[config.mk]
export PLATFORM = sky130hd
export DESIGN_NAME = crtram_top
export DESIGN_NICKNAME = d
export VERILOG_FILES = /design/src/core/crtram_pkg.sv /design/src/core/crtram_shaper.sv /design/src/core/crtram_top.sv
export SDC_FILE = /design/constraint.sdc
export NUM_CORES = 1
export LEC_CHECK = 0
export ABC_AREA = 1
export BUFFER_PORTS_ARGS = -buffer_cell sky130_fd_sc_hd__buf_4
export CAP_MARGIN = 0
export CORE_ASPECT_RATIO = 1.2
export CORE_MARGIN = 5
export CORE_UTILIZATION = 40
export CTS_CLUSTER_SIZE = 16
export DETAILED_ROUTE_END_ITERATION = 8
export PLACE_DENSITY = 0.74
export SYNTH_ARGS = -nofsm -noshare
export SYNTH_HDL_FRONTEND = slang
export SYNTH_SLANG_ARGS = --single-unit
[constraint.sdc]
create_clock -name ref_clk_in -period 4.8 [get_ports ref_clk_in]
set_clock_uncertainty 0.1 [all_clocks]
set_input_delay 0.48 -clock ref_clk_in [delete_from_list [all_inputs] [get_ports ref_clk_in]]
set_output_delay 0.48 -clock ref_clk_in [all_outputs]
set_load 0.01 [all_outputs]
[src/core/crtram_pkg.sv]
// constants for the crt refresh address mapper
package crtram_pkg;
    // i/o port addresses of the controller index and data ports
    localparam logic [15:0] CRTRAM_IDX_PORT_MONO = 16'h03b4;
    localparam logic [15:0] CRTRAM_DAT_PORT_MONO = 16'h03b5;
    localparam logic [15:0] CRTRAM_IDX_PORT_COLOR = 16'h03d4;
    localparam logic [15:0] CRTRAM_DAT_PORT_COLOR = 16'h03d5;
    // register indices behind the data port
    localparam logic [7:0] CRTRAM_IDX_UNDERLINE = 8'h14;
    localparam logic [7:0] CRTRAM_IDX_MODE_CTRL = 8'h17;
    // reset values
    localparam logic [7:0] CRTRAM_MODE_CTRL_RST = 8'h00;
    localparam logic [7:0] CRTRAM_UNDERLINE_RST = 8'h00;
    localparam logic [7:0] CRTRAM_INDEX_RST = 8'h00;
    // underline location register fields
    localparam int CRTRAM_UL_DWORD_BIT = 6;
    localparam int CRTRAM_UL_QUARTER_BIT = 5;
    // mode control register fields
    localparam int CRTRAM_MC_SYNC_EN_BIT = 7;
    localparam int CRTRAM_MC_WORD_BYTE_BIT = 6;
    localparam int CRTRAM_MC_WRAP_BIT = 5;
    localparam int CRTRAM_MC_HALF_BIT = 3;
    localparam int CRTRAM_MC_RETRACE_SEL_BIT = 2;
    localparam int CRTRAM_MC_ROW_SCAN_SEL_BIT = 1;
    localparam int CRTRAM_MC_COMPAT_BIT = 0;
    // advance intervals in character clocks, minus one, for codes {quarter, half}
    localparam logic [1:0] CRTRAM_DIV_CODE00 = 2'h0;
    localparam logic [1:0] CRTRAM_DIV_CODE01 = 2'h1;
    localparam logic [1:0] CRTRAM_DIV_CODE10 = 2'h3;
    localparam logic [1:0] CRTRAM_DIV_CODE11 = 2'h1;
    // address and counter widths
    localparam int CRTRAM_ADDR_W = 16;
    localparam int CRTRAM_VCOUNT_W = 12;
    // substituted decoder bit positions
    localparam int CRTRAM_SUB_BIT_HI = 14;
    localparam int CRTRAM_SUB_BIT_LO = 13;
    // addressing modes
    typedef enum logic [1:0] {
        CRTRAM_MODE_BYTE,
        CRTRAM_MODE_WORD,
        CRTRAM_MODE_DWORD
    } crtram_mode_e;
endpackage : crtram_pkg

[src/core/crtram_shaper.sv]
// combinational address shaping and row scan substitution
`timescale 1ns/1ps
module crtram_shaper (
    input wire logic [15:0] count_in,
    input wire crtram_pkg::crtram_mode_e mode_in,
    input wire logic wrap_in,
    input wire logic row_scan_sel_in,
    input wire logic compat_in,
    input wire logic [1:0] row_scan_bits_in,
    output logic [15:0] decoder_input_bits_out
);
    import crtram_pkg::*;

    logic [15:0] shaped_address_bits; // mode-shaped counter address

    // reorganise counter bits for the addressing mode
    always_comb begin
        case (mode_in)
            CRTRAM_MODE_BYTE: begin
                shaped_address_bits = count_in;
            end
            CRTRAM_MODE_WORD: begin
                // bit 0 wraps at 16kb unless wrap is set
                shaped_address_bits = {count_in[14:0],
                    (wrap_in ? count_in[15] : count_in[13])};
            end
            CRTRAM_MODE_DWORD: begin
                shaped_address_bits = {count_in[13:0], count_in[13], count_in[12]};
            end
            default: begin
                shaped_address_bits = count_in;
            end
        endcase
    end

    // substitution applies after shaping, per bit
    genvar gi;
    generate
        for (gi = 0; gi < CRTRAM_ADDR_W; gi++) begin : g_bit
            if (gi == CRTRAM_SUB_BIT_HI) begin : g_hi
                assign decoder_input_bits_out[gi] = row_scan_sel_in ?
                    shaped_address_bits[gi] : row_scan_bits_in[1];
            end else if (gi == CRTRAM_SUB_BIT_LO) begin : g_lo
                assign decoder_input_bits_out[gi] = compat_in ?
                    shaped_address_bits[gi] : row_scan_bits_in[0];
            end else begin : g_pass
                assign decoder_input_bits_out[gi] = shaped_address_bits[gi];
            end
        end
    endgenerate
endmodule : crtram_shaper

[src/core/crtram_top.sv]
// refresh address generation stage of the crt timing unit
`timescale 1ns/1ps
// Operation
// - half clear: advance every 1 or 4 clocks
// - half set: advance every second character clock
// - codes 00,01,10,11 give 1,2,4,2 clocks
// - retrace select halves vertical counter step rate
// - row scan select 0 puts scan bit1 at 14
// - compat bit 0 puts scan bit0 at 13
// - shape first, then substitute before decoder
// - decoder bits 0-12 and 15 never substituted
// - byte mode passes counter bits unchanged
// - word mode shifts one, bit0 from 15/13
// - doubleword shifts two, bits0-1 from 12,13
// - wrap only matters in word mode
module crtram_top (
    input wire logic ref_clk_in, // system clock
    input wire logic reset_in, // synchronous, active high
    input wire logic [15:0] io_addr_in, // i/o port address
    input wire logic io_wr_in, // i/o write strobe
    input wire logic io_rd_in, // i/o read strobe
    input wire logic [7:0] io_wdata_in, // i/o write data
    output logic [7:0] io_rdata_out, // i/o read data
    input wire logic char_clk_en_in, // one-cycle character clock pulse
    input wire logic hretrace_en_in, // one-cycle horizontal retrace clock pulse
    input wire logic frame_start_in, // reload counter at frame start
    input wire logic [15:0] start_addr_in, // start address to reload
    input wire logic vert_restart_in, // clear vertical counter
    input wire logic [1:0] row_scan_bits_in, // current scan line low bits
    output logic [15:0] decoder_input_bits_out, // address to frame buffer decoder
    output logic [15:0] mem_addr_count_out, // refresh memory address counter
    output logic addr_advance_out, // pulse when counter advanced
    output logic [11:0] vert_count_out, // vertical timing counter
    output logic sync_enable_out // sync outputs permitted
);
    import crtram_pkg::*;

    // register file state
    logic [7:0] index_reg; // controller index
    logic [7:0] crt_mode_control; // mode control register
    logic [7:0] underline_location_reg; // underline location register
    logic [7:0] next_index_reg;
    logic [7:0] next_crt_mode_control;
    logic [7:0] next_underline_location_reg;
    logic [7:0] next_io_rdata;
    logic idx_hit; // access to index port
    logic dat_hit; // access to data port

    // decoded controls
    logic quarter_rate_advance;
    logic half_rate_advance;
    crtram_mode_e addr_mode;

    // advance divider and counter state
    logic [1:0] char_div; // character clock divider
    logic [1:0] next_char_div;
    logic [1:0] div_limit; // interval minus one
    logic [15:0] next_count;
    logic next_advance;
    logic [15:0] shaped_addr; // shaper result
    logic [15:0] next_decoder_bits;

    // vertical counter state
    logic retrace_half; // retrace clock divided by two
    logic next_retrace_half;
    logic [11:0] next_vert_count;

    // port decode, both mono and color addresses answer
    always_comb begin
        idx_hit = (io_addr_in == CRTRAM_IDX_PORT_MONO) || (io_addr_in == CRTRAM_IDX_PORT_COLOR);
        dat_hit = (io_addr_in == CRTRAM_DAT_PORT_MONO) || (io_addr_in == CRTRAM_DAT_PORT_COLOR);
    end

    // register writes and read data selection
    always_comb begin
        next_index_reg = index_reg;
        next_crt_mode_control = crt_mode_control;
        next_underline_location_reg = underline_location_reg;
        next_io_rdata = io_rdata_out;
        if (io_wr_in && idx_hit) begin
            next_index_reg = io_wdata_in; // select register
        end
        // data port writes land in the register the index selects
        if (io_wr_in && dat_hit) begin
            if (index_reg == CRTRAM_IDX_MODE_CTRL) begin
                next_crt_mode_control = io_wdata_in;
            end else if (index_reg == CRTRAM_IDX_UNDERLINE) begin
                next_underline_location_reg = io_wdata_in;
            end
        end
        // read data is registered and holds until the next read
        if (io_rd_in) begin
            if (idx_hit) begin
                next_io_rdata = index_reg;
            end else if (dat_hit && index_reg == CRTRAM_IDX_MODE_CTRL) begin
                next_io_rdata = crt_mode_control;
            end else if (dat_hit && index_reg == CRTRAM_IDX_UNDERLINE) begin
                next_io_rdata = underline_location_reg;
            end else begin
                next_io_rdata = 8'h00; // unmapped reads zero
            end
        end
    end

    // register the register file
    always_ff @(posedge ref_clk_in) begin
        if (reset_in) begin
            index_reg <= CRTRAM_INDEX_RST;
            crt_mode_control <= CRTRAM_MODE_CTRL_RST;
            underline_location_reg <= CRTRAM_UNDERLINE_RST;
            io_rdata_out <= 8'h00;
        end else begin
            index_reg <= next_index_reg;
            crt_mode_control <= next_crt_mode_control;
            underline_location_reg <= next_underline_location_reg;
            io_rdata_out <= next_io_rdata;
        end
    end

    // control decode
    always_comb begin
        quarter_rate_advance = underline_location_reg[CRTRAM_UL_QUARTER_BIT];
        half_rate_advance = crt_mode_control[CRTRAM_MC_HALF_BIT];
        if (underline_location_reg[CRTRAM_UL_DWORD_BIT]) begin
            addr_mode = CRTRAM_MODE_DWORD;
        end else if (crt_mode_control[CRTRAM_MC_WORD_BYTE_BIT]) begin
            addr_mode = CRTRAM_MODE_BYTE;
        end else begin
            addr_mode = CRTRAM_MODE_WORD;
        end
        case ({quarter_rate_advance, half_rate_advance})
            2'b00: div_limit = CRTRAM_DIV_CODE00;
            2'b01: div_limit = CRTRAM_DIV_CODE01;
            2'b10: div_limit = CRTRAM_DIV_CODE10;
            2'b11: div_limit = CRTRAM_DIV_CODE11;
            default: div_limit = CRTRAM_DIV_CODE00;
        endcase
    end

    // shaping and substitution on the next counter value
    crtram_shaper u_shaper (
        .count_in(next_count),
        .mode_in(addr_mode),
        .wrap_in(crt_mode_control[CRTRAM_MC_WRAP_BIT]),
        .row_scan_sel_in(crt_mode_control[CRTRAM_MC_ROW_SCAN_SEL_BIT]),
        .compat_in(crt_mode_control[CRTRAM_MC_COMPAT_BIT]),
        .row_scan_bits_in(row_scan_bits_in),
        .decoder_input_bits_out(shaped_addr)
    );

    // address counter advance on the divided character clock
    always_comb begin
        next_char_div = char_div;
        next_count = mem_addr_count_out;
        next_advance = 1'b0;
        next_decoder_bits = decoder_input_bits_out;
        // a frame start wins over a coincident character pulse
        if (frame_start_in) begin
            next_count = start_addr_in; // reload restarts the interval
            next_char_div = 2'h0;
        end else if (char_clk_en_in) begin
            if (char_div >= div_limit) begin
                next_char_div = 2'h0;
                next_count = mem_addr_count_out + 16'h0001;
                next_advance = 1'b1;
            end else begin
                next_char_div = char_div + 2'h1;
            end
        end
        // decoder follows every counter load, with this cycle's scan bits
        if (char_clk_en_in || frame_start_in) begin
            next_decoder_bits = shaped_addr;
        end
    end

    // register counter, divider and decoder address
    always_ff @(posedge ref_clk_in) begin
        if (reset_in) begin
            char_div <= 2'h0;
            mem_addr_count_out <= 16'h0000;
            addr_advance_out <= 1'b0;
            decoder_input_bits_out <= 16'h0000;
        end else begin
            char_div <= next_char_div;
            mem_addr_count_out <= next_count;
            addr_advance_out <= next_advance;
            decoder_input_bits_out <= next_decoder_bits;
        end
    end

    // vertical counter stepping on retrace clock or half of it
    always_comb begin
        next_retrace_half = retrace_half;
        next_vert_count = vert_count_out;
        // restart wins over a coincident retrace pulse
        if (vert_restart_in) begin
            next_vert_count = 12'h000;
            next_retrace_half = 1'b0;
        end else if (hretrace_en_in) begin
            // half flag toggles on every retrace pulse
            next_retrace_half = ~retrace_half;
            if (!crt_mode_control[CRTRAM_MC_RETRACE_SEL_BIT] || retrace_half) begin
                next_vert_count = vert_count_out + 12'h001;
            end
        end
    end

    // register vertical state and sync enable
    always_ff @(posedge ref_clk_in) begin
        if (reset_in) begin
            retrace_half <= 1'b0;
            vert_count_out <= 12'h000;
            sync_enable_out <= 1'b0;
        end else begin
            retrace_half <= next_retrace_half;
            vert_count_out <= next_vert_count;
            sync_enable_out <= crt_mode_control[CRTRAM_MC_SYNC_EN_BIT];
        end
    end
endmodule : crtram_top

* After elaboration in Yosys (flattened, before gate mapping)
Index checks and enable logic that the tools add are counted.
Storage, ports and cells: bits of input ports 50, register bits after elaboration 81, output and inout port bits 54
Cells by class: bitwise logic cells 3, add/sub/neg operators 3, muxes and demuxes 15, $lt $le $gt $ge 1, reductions and logical operators 17, equal/unequal tests 11
Operator list (number):
- 16-bit by 10-bit == test with 1-bit output, second input constant | 4
- 16-bit 2-to-1 mux | 3
- 16-bit case mux with 2 select lines | 1
- 8-bit 2-to-1 mux | 3
- 16-bit by 1-bit adder with 16-bit output, second input constant | 1
- 8-bit by 5-bit == test with 1-bit output, second input constant | 2
- 12-bit by 1-bit adder with 12-bit output, second input constant | 1
- 2-bit == test, second input constant | 3
- 2-bit case mux with 3 select lines | 1
- 2-bit OR reduction | 3
- 1-bit 2-to-1 mux | 5
- 2-bit by 1-bit == test with 1-bit output, second input constant | 2
- 1-bit logical AND | 4
- 1-bit logical OR | 4
- 2-bit 2-to-1 mux | 2
- 2-bit AND reduction | 2
- 1-bit inverter | 3
- 3-bit AND reduction | 1
- 3-bit OR reduction | 1
- 2-bit by 1-bit adder with 2-bit output, second input constant | 1
- 2-bit greater-or-equal comparator | 1
- 2-bit logical NOT | 1
- 1-bit logical NOT | 1

* Logic depth before layout (Yosys ltp)
Gate-level depths: netlist of the first run.
word-level depth 10, gate-level depth with buffers 17, mapped depth without buffers 17

* Modules after synthesis
A second synthesis of the first run with hierarchy kept.
Unflattened totals: cells, all modules 629, area, all modules 4247.8 um2
By module, submodules not included:
- crtram_top | times used 1, cells each 543, area an instance 3853.7 um2
- crtram_shaper | times used 1, cells each 86, area an instance 394.1 um2

* Worst setup path before layout of the first run
Ideal clock, no wire load.
path type reg-to-reg, start point reg crt_mode_control[3], end point reg decoder_input_bits_out[0], path slack 2.782 ns, setup time 0.117 ns, required time 4.583 ns, stages on the path, launching flop included 16, arrival 1.801 ns, cells stage by stage dfxtp_1 inv_1 nand2_1 ha_1 nand2_1 nand3_1 nand2_2 nor2_4 nand3_2 nand2_2 nand3_2 nand2_2 nor2_2 or2_0 a21oi_1 nor2_1
On the way: word-level cells in the longest chain between the ends 9, elaborated cells on any way between the ends 12, classes of those cells order compare (1); eq/ne (3); mux (6); reduce/logical (2)
Ends and longest elaborated chain:
- start, declared | RTL line crtram_top.sv:40 | logic [7:0] crt_mode_control;
- start signal, assigned | RTL line crtram_top.sv:114 | crt_mode_control <= next_crt_mode_control;
- 2-bit == test / 2-bit by 1-bit == test with 1-bit output (equally long branches) | RTL line crtram_top.sv:131 | case ({quarter_rate_advance, half_rate_advance})
- 2-bit OR reduction (no line)
- 2-bit case mux with 3 select lines * | RTL line crtram_top.sv:131
- 2-bit greater-or-equal comparator * | RTL line crtram_top.sv:162 | if (char_div >= div_limit) begin
- 16-bit 2-to-1 mux * | RTL line crtram_top.sv:162
- 16-bit 2-to-1 mux * | RTL line crtram_top.sv:161 | end else if (char_clk_en_in) begin
- 16-bit 2-to-1 mux * | RTL line crtram_top.sv:158 | if (frame_start_in) begin
- 1-bit 2-to-1 mux | RTL line crtram_shaper.sv:25 | (wrap_in ? count_in[15] : count_in[13])};
- 16-bit case mux with 2 select lines * | RTL line crtram_shaper.sv:18 | case (mode_in)
- end signal, assigned | RTL line crtram_top.sv:187 | decoder_input_bits_out <= next_decoder_bits;
- end, declared | RTL line crtram_top.sv:30 | output logic [15:0] decoder_input_bits_out,
Every way passes the cells marked *; elsewhere a longest branch is shown, timed or not. A chain may end at the register's enable or synchronous reset.

* Final worst setup path of the first run
start point reg crt_mode_control[3], end point reg decoder_input_bits_out[3]
On the way: word-level cells in the longest chain between the ends 8, elaborated cells on any way between the ends 11, classes of those cells order compare (1); eq/ne (3); mux (5); reduce/logical (2)
Ends and longest elaborated chain (RTL line):
- 2-bit == test / 2-bit by 1-bit == test with 1-bit output (equally long branches) | crtram_top.sv:131
- 2-bit OR reduction (no line)
- 2-bit case mux with 3 select lines * | crtram_top.sv:131
- 2-bit greater-or-equal comparator * | crtram_top.sv:162
- 16-bit 2-to-1 mux * | crtram_top.sv:162
- 16-bit 2-to-1 mux * | crtram_top.sv:161
- 16-bit 2-to-1 mux * | crtram_top.sv:158
- 16-bit case mux with 2 select lines * | crtram_shaper.sv:18
Marked as above.

==> flow_metrics.tcl, run 1 <==
set metrics [dict create \
    p_sw_share_pct 25.0 \
    comb_power_share_pct 12.3 \
    drt-total-wl_um 12300 \
    cts.repair.resized 0 \
    placedCellCount 806 \
    avgSynthCellArea_sq_um 6.85 \
    gp_congestion 0.943 \
    drc 0 \
    placementRows 40 \
    die_y_um 121 \
    grt_max_degree 40 \
    grt_util_all_layers_pct 20.0 \
    vias_per_cell 5.27 \
    final_nets 745 \
    clockRootBuffer "clkbuf_16" \
    die_x_um 102 \
    antenna_found_initial 0 \
    clk_latency_ns 0.33 \
    synth_seq_cells 81 \
    end_kind "flop" \
    grt-busiest-layer "met2" \
    drive_gt1_share_pct 21.2 \
    min_period_ns 2.49 \
    fp.dieArea_sq_um 12400 \
    clock-sinks 81 \
    required_ns 4.96 \
    start_util_pct 40.9 \
    p_switching_mw 0.389 \
    dr.pass1.iters 5 \
    hold_viol_final 0 \
    grt_setup_unrepaired "no" \
    grt.overflow.total 0 \
    top_regs "decoder_input_bits_out: 16 flops, mem_addr_count_out: 16 flops, vert_count_out: 12 flops" \
    grtUsageMet3_pct 4.03 \
    htreeDepth 3 \
    layout_commonest_cell "buf_4" \
    routedWlPerCell_um 15.0 \
    powerDensity_nw_per_um2 298 \
    clock_path_buffers 2 \
    clock_power_share_pct 41.7 \
    fillers 1020 \
    max_freq_ghz 0.402 \
    synth_area_sq_um 4100 \
    synthesis.nets 652 \
    drtIter0Drc 197 \
    fin_tns_setup_ns 0 \
    final_cell_mix "104 x buf_4, 93 x nand2_1, 87 x nor2_1" \
    synth_cell_types 42 \
    fin_ws_ns 2.31 \
    cts_tree "built" \
    peakVddDrop_mv 0.169 \
    p_int_mw 1.17 \
    yosysWarnings 0 \
    setup_viol 0 \
    io_buffer_count 103 \
    slew_headroom_pct 35.5 \
    power.total_mw 1.56 \
    antenna_cells 0 \
    sequentialPowerShare_pct 46.0 \
    clkTransAtPathRegs_ns 0.06 \
    fin_crit_sh_pct 51.8 \
    ioPinCount 104 \
    p_leak_nw 2.25 \
    netlist_instances 598 \
    hold_slack_ns 0.233 \
    ys_seq_area_share_pct 39.6 \
    hpwl_um 9320 \
    cp_max_fo 7 \
    drtAntennaViolNets 0 \
    core_area_sq_um 10000 \
    dp_slack_ns 2.21 \
    status "finished clean" \
    crit_path_start_kind "flop" \
    path_class "flop to flop" \
    drv_slew 0 \
    vias 4327 \
    cts_buffers 9 \
    crit_arrival_ns 2.65 \
    maxCapViolations 0 \
    worst_pin_slew_ns 0.966 \
    grt_pass1_vias 4201 \
    met1_usage_pct 23.3 \
    instances_no_fill 821 \
    cts_setup_buffers 0 \
    postCtsHoldBufs 0 \
    grt_pass1_wl_um 19600 \
    hold_class "primary input to flop" \
    syn2layout_area_growth_pct 27.4 \
    global_route.usage.met2_pct 34.5 \
]
[through the flow]
step | instance area (sq um) | util [%]
CTS | 5220 | 52.2
detailed placement | 4940 | 49.4
global route | 5220 | 52.2
floorplan | 4100 | -
finish | 5220 | 52.2
global placement | 4940 | 49.4
[logic make-up after synthesis]
group | count (synthesis) | share of synthesized area, %
AO/OA/AOI/OAI | 145 | 18.7
adder cells (fa/ha/maj) | 4 | 1.22
XOR/XNOR | 6 | 1.28
buffers and inverters | 93 | 8.85
AND/OR/NAND/NOR | 269 | 30.4
flip-flops | 81 | 39.6
[synth_stat cells, drive strengths merged]
master	n	share of area, %
nand2	99	9.4
nor2	92	9.0
dfxtp	81	40
o21ai	74	9.1
inv	69	6.3
a21oi	53	6.5
nand3	33	4.4
nand4	15	2.4
clkbuf	13	1.2
nor3	11	1.6
buf	9	1.2
or2	9	1.4
a31oi	6	0.92
xor2	5	1.1
ha	4	1.2
nor4	4	1.1
o211ai	3	0.55
o22ai	3	0.46
a211oi	2	0.37
and2	2	0.31
clkinv	2	0.18
nor3b	2	0.37
o21a	2	0.37
a21boi	1	0.27
and3	1	0.15
nand3b	1	0.18
o21bai	1	0.18
xnor2	1	0.21
[layout make-up]
class | count | area (sq um) | share of cell area (%)
Inverter | 71 | 267 | 5.10
Tap cell | 126 | 158 | 3.02
Clock buffer | 13 | 270 | 5.17
Sequential cell | 81 | 1620 | 31.0
Timing Repair Buffer | 104 | 781 | 14.9
Multi-Input combinational cell | 424 | 2110 | 40.5
Clock inverter | 2 | 12.5 | 0.240
[power groups by stage]
stage / Combinational [mW] / Sequential, mW / Clock (mW)
5_1_grt: 0.211 / 0.718 / 0.693
4_1_cts: 0.193 / 0.716 / 0.664
3_5_place_dp: 0.192 / 0.730 / 0
6_report: 0.192 / 0.716 / 0.650
2_1_floorplan: 0.0864 / 0.735 / 0
3_3_place_gp: 0.188 / 0.730 / 0
[worst max-delay path, stage by stage, from the launching register on]
cell and delay [ns]:
dfxtp_1 0.31, inv_1 0.08, nand2_1 0.06, ha_1 0.28, nand2_1 0.05, nand3_1 0.11, nand2_2 0.14, inv_1 0.20
nand2_1 0.11, o21ai_0 0.32, o21ai_0 0.28, o22ai_1 0.21, nor2_1 0.06, nor2_1 0.10
[layer usage]
layer / wire [um] / vias to the layer above
li1: - / 2163
met3: 925 / 29
met1: 4950 / 1959
met2: 6050 / 176
met5: 0 / -
met4: 423 / 0
[worst paths after layout]
kind                            start                   endpoint  slack [ns]  cells after the start
setup / recovery  crt_mode_control[3]  decoder_input_bits_out[3]        2.31                     13
hold reg to reg          retrace_half               retrace_half        0.35                      1
hold / removal         hretrace_en_in               retrace_half        0.23                      2
setup reg to reg  crt_mode_control[3]  decoder_input_bits_out[3]        2.31                     13
Power figures use the tool's default switching activity.
==> run 2, diff against run 1 <==
Settings changed: ABC_AREA 1 to 0.
Clock period 4.8 ns to 2.3 ns, I/O delays scaled along.
==> flow_metrics.tcl, run 2 <==
set metrics [dict create \
    instances_no_fill 790 \
    clk_latency_ns 0.34 \
    netlist_instances 502 \
    top_layer "met4" \
    hold_class "primary input to flop" \
    synth_top_flop_cell "dfxtp_1" \
    clkTransAtPathRegs_ns 0.06 \
    path_class "flop to flop" \
    hold_viol_final 0 \
    p_int_mw 2.70 \
    vias_per_cell 5.80 \
    p_leak_nw 2.54 \
    cp_max_fo 5 \
    vias 4583 \
    yosysTopAreaCellShare_pct 38.9 \
    status "finished, violations left" \
    synth_most_common_cell "nor2_1" \
    core_area_sq_um 10100 \
    setup_viol 19 \
    synth_cell_types 65 \
    power.total_mw 3.63 \
    max_freq_ghz 0.404 \
    p_switching_mw 0.925 \
    fin_ws_ns -0.178 \
    wl_met1_um 5610 \
    comb_power_share_pct 14.4 \
    synthesis.nets 556 \
    syn2layout_area_growth_pct 48.2 \
    end_kind "flop" \
    drtAntennaViolNets 0 \
    placementRows 40 \
    synth.area.top_cells "dfxtp_1 39%, nor2_1 7.5%, mux2i_1 7.2%" \
    violations "negative setup slack" \
    yosysTopAreaCell "dfxtp_1" \
    io_buffer_count 103 \
    synth_seq_cells 81 \
    drtIter0Drc 272 \
    start_util_pct 41.3 \
    crit_path_start_kind "flop" \
    peakVddDrop_mv 0.421 \
    crit_arrival_ns 2.61 \
    antenna_found_initial 0 \
    avgSynthCellArea_sq_um 8.31 \
    synth_edf_count 0 \
    worst_pin_slew_ns 0.634 \
    cts_tree "built" \
    powerDensity_nw_per_um2 587 \
    fin_tns_setup_ns -2.18 \
    die_y_um 122 \
    synth_area_sq_um 4170 \
    top_regs "decoder_input_bits_out: 16 flops, mem_addr_count_out: 16 flops, vert_count_out: 12 flops" \
    routedWlPerCell_um 18.3 \
    required_ns 2.43 \
    wl_met3_um 1200 \
    final_cell_mix "168 x buf_4, 82 x nor2_1, 79 x dfxtp_1" \
    drc 0 \
    slew_headroom_pct 57.6 \
    hpwl_um 10200 \
    p_sw_share_pct 25.5 \
    htreeDepth 3 \
    fp.dieArea_sq_um 12600 \
    yosysWarnings 0 \
    grt_pass1_wl_um 22100 \
    maxCapViolations 0 \
    grt.overflow.total 0 \
    layout_commonest_cell "buf_4" \
    clockRootBuffer "clkbuf_16" \
    clock_path_buffers 2 \
    final_core_util_pct 61.2 \
    antenna_cells 0 \
    grt_util_all_layers_pct 22.5 \
    clock-sinks 81 \
    min_period_ns 2.48 \
    async_reset_ff_share_pct 0 \
    grt_pass1_vias 4467 \
    cts_buffers 9 \
    dr.pass1.iters 5 \
    placedCellCount 759 \
    die_x_um 103 \
    drv_slew 0 \
    startpoint "crt_mode_control[3]" \
    ioPinCount 104 \
    drive_gt1_share_pct 37.3 \
    worstReg2RegStart "crt_mode_control[3]" \
    clock_power_share_pct 44.5 \
    drt-total-wl_um 14400 \
    ys_seq_area_share_pct 38.9 \
    hp-start "hretrace_en_in" \
    sequentialPowerShare_pct 41.1 \
    grt_setup_unrepaired "yes" \
    grt_max_degree 40 \
    route.met2.wl_um 7110 \
    fin_crit_sh_pct 108 \
    final_nets 713 \
    synthTopCellsByCount "83 x nor2_1, 81 x dfxtp_1, 48 x nand2_1" \
    gp_congestion 0.955 \
]
run 2: cell count changes after synthesis, moves of 11 or more:
cell     previous run  this run
mux2i_1             0        30
o21ai_0            65        18
inv_1              68        11
nand3_1            30        19
nand2_1            93        48
a21oi_1            53        16
run 2: metal layers:
metal | track usage, % | up-vias
met5 | 0 | -
met4 | 9.96 | 0
met3 | 4.93 | 42
met2 | 37.6 | 247
met1 | 27.2 | 2169
li1 | - | 2125
run 2: kinds of logic (layout without fill, tap and decap cells):
| family | count (synthesis) | count (layout) | share of synthesized area, % |
|---|---|---|---|
| flops | 81 | 81 | 38.9 |
| xor+xnor | 20 | 20 | 4.20 |
| buf+inv | 38 | 200 | 4.05 |
| fa+ha+maj | 4 | 4 | 1.20 |
| compound gates | 103 | 103 | 17.6 |
| mux | 30 | 30 | 7.20 |
| simple gates | 226 | 226 | 26.9 |
run 2: path summary, 6_finish.rpt:
kind                                                   to  slack (ns)  cells after the start
worst min-delay path                         retrace_half        0.04                      3
worst max-delay path            decoder_input_bits_out[8]       -0.18                     11
worst min register to register            io_rdata_out[7]        0.36                      2
worst max register to register  decoder_input_bits_out[8]       -0.18                     11
run 2: what timing repair did:
action / CTS / global route
hold buffers: 0 / 0
resized for setup: 31 / 33
setup endpoints to repair: 25 / 24
pin swaps: 22 / 21
buffers inserted: 9 / 7
run 2: metrics by stage:
step / setup WS [ns] / hold slack (ns) / cell area, sq um
global route: -0.291 / 0.0566 / 6180
finish: -0.178 / 0.0363 / 6180
floorplan: -0.0521 / 0.267 / 4200
CTS: -0.153 / 0.0288 / 5970
global placement: -0.226 / 0.353 / 5410
detailed placement: -0.342 / 0.361 / 5410
run 2: layout make-up:
cell class                 count  area (sq um)
clock buffer                  10           239
clock inverter                 6          97.6
fill                         887          3930
inverter                      12          45.0
multi-input combinational    383          2710
sequential                    81          1620
tap                          126           158
timing repair buffer         172          1320
run 2: power groups by stage:
stage          sequential [mW]  combinational (mW)  clock [mW]
4_1_cts                   1.49               0.489        1.64
6_report                  1.49               0.524        1.61
5_1_grt                   1.49               0.563        1.71
2_1_floorplan             1.53               0.191           0
3_3_place_gp              1.52               0.453           0
3_5_place_dp              1.52               0.458           0
run 2: worst max-delay path: stages (launching register included):
cell and delay, ns:
dfxtp_2 0.33, or2_4 0.26, ha_4 0.28, nor3b_4 0.05, buf_12 0.13, nor4_4 0.35, buf_4 0.17, a21boi_2 0.06
o31ai_4 0.26, buf_4 0.17, a211oi_1 0.06, o2bb2ai_1 0.14
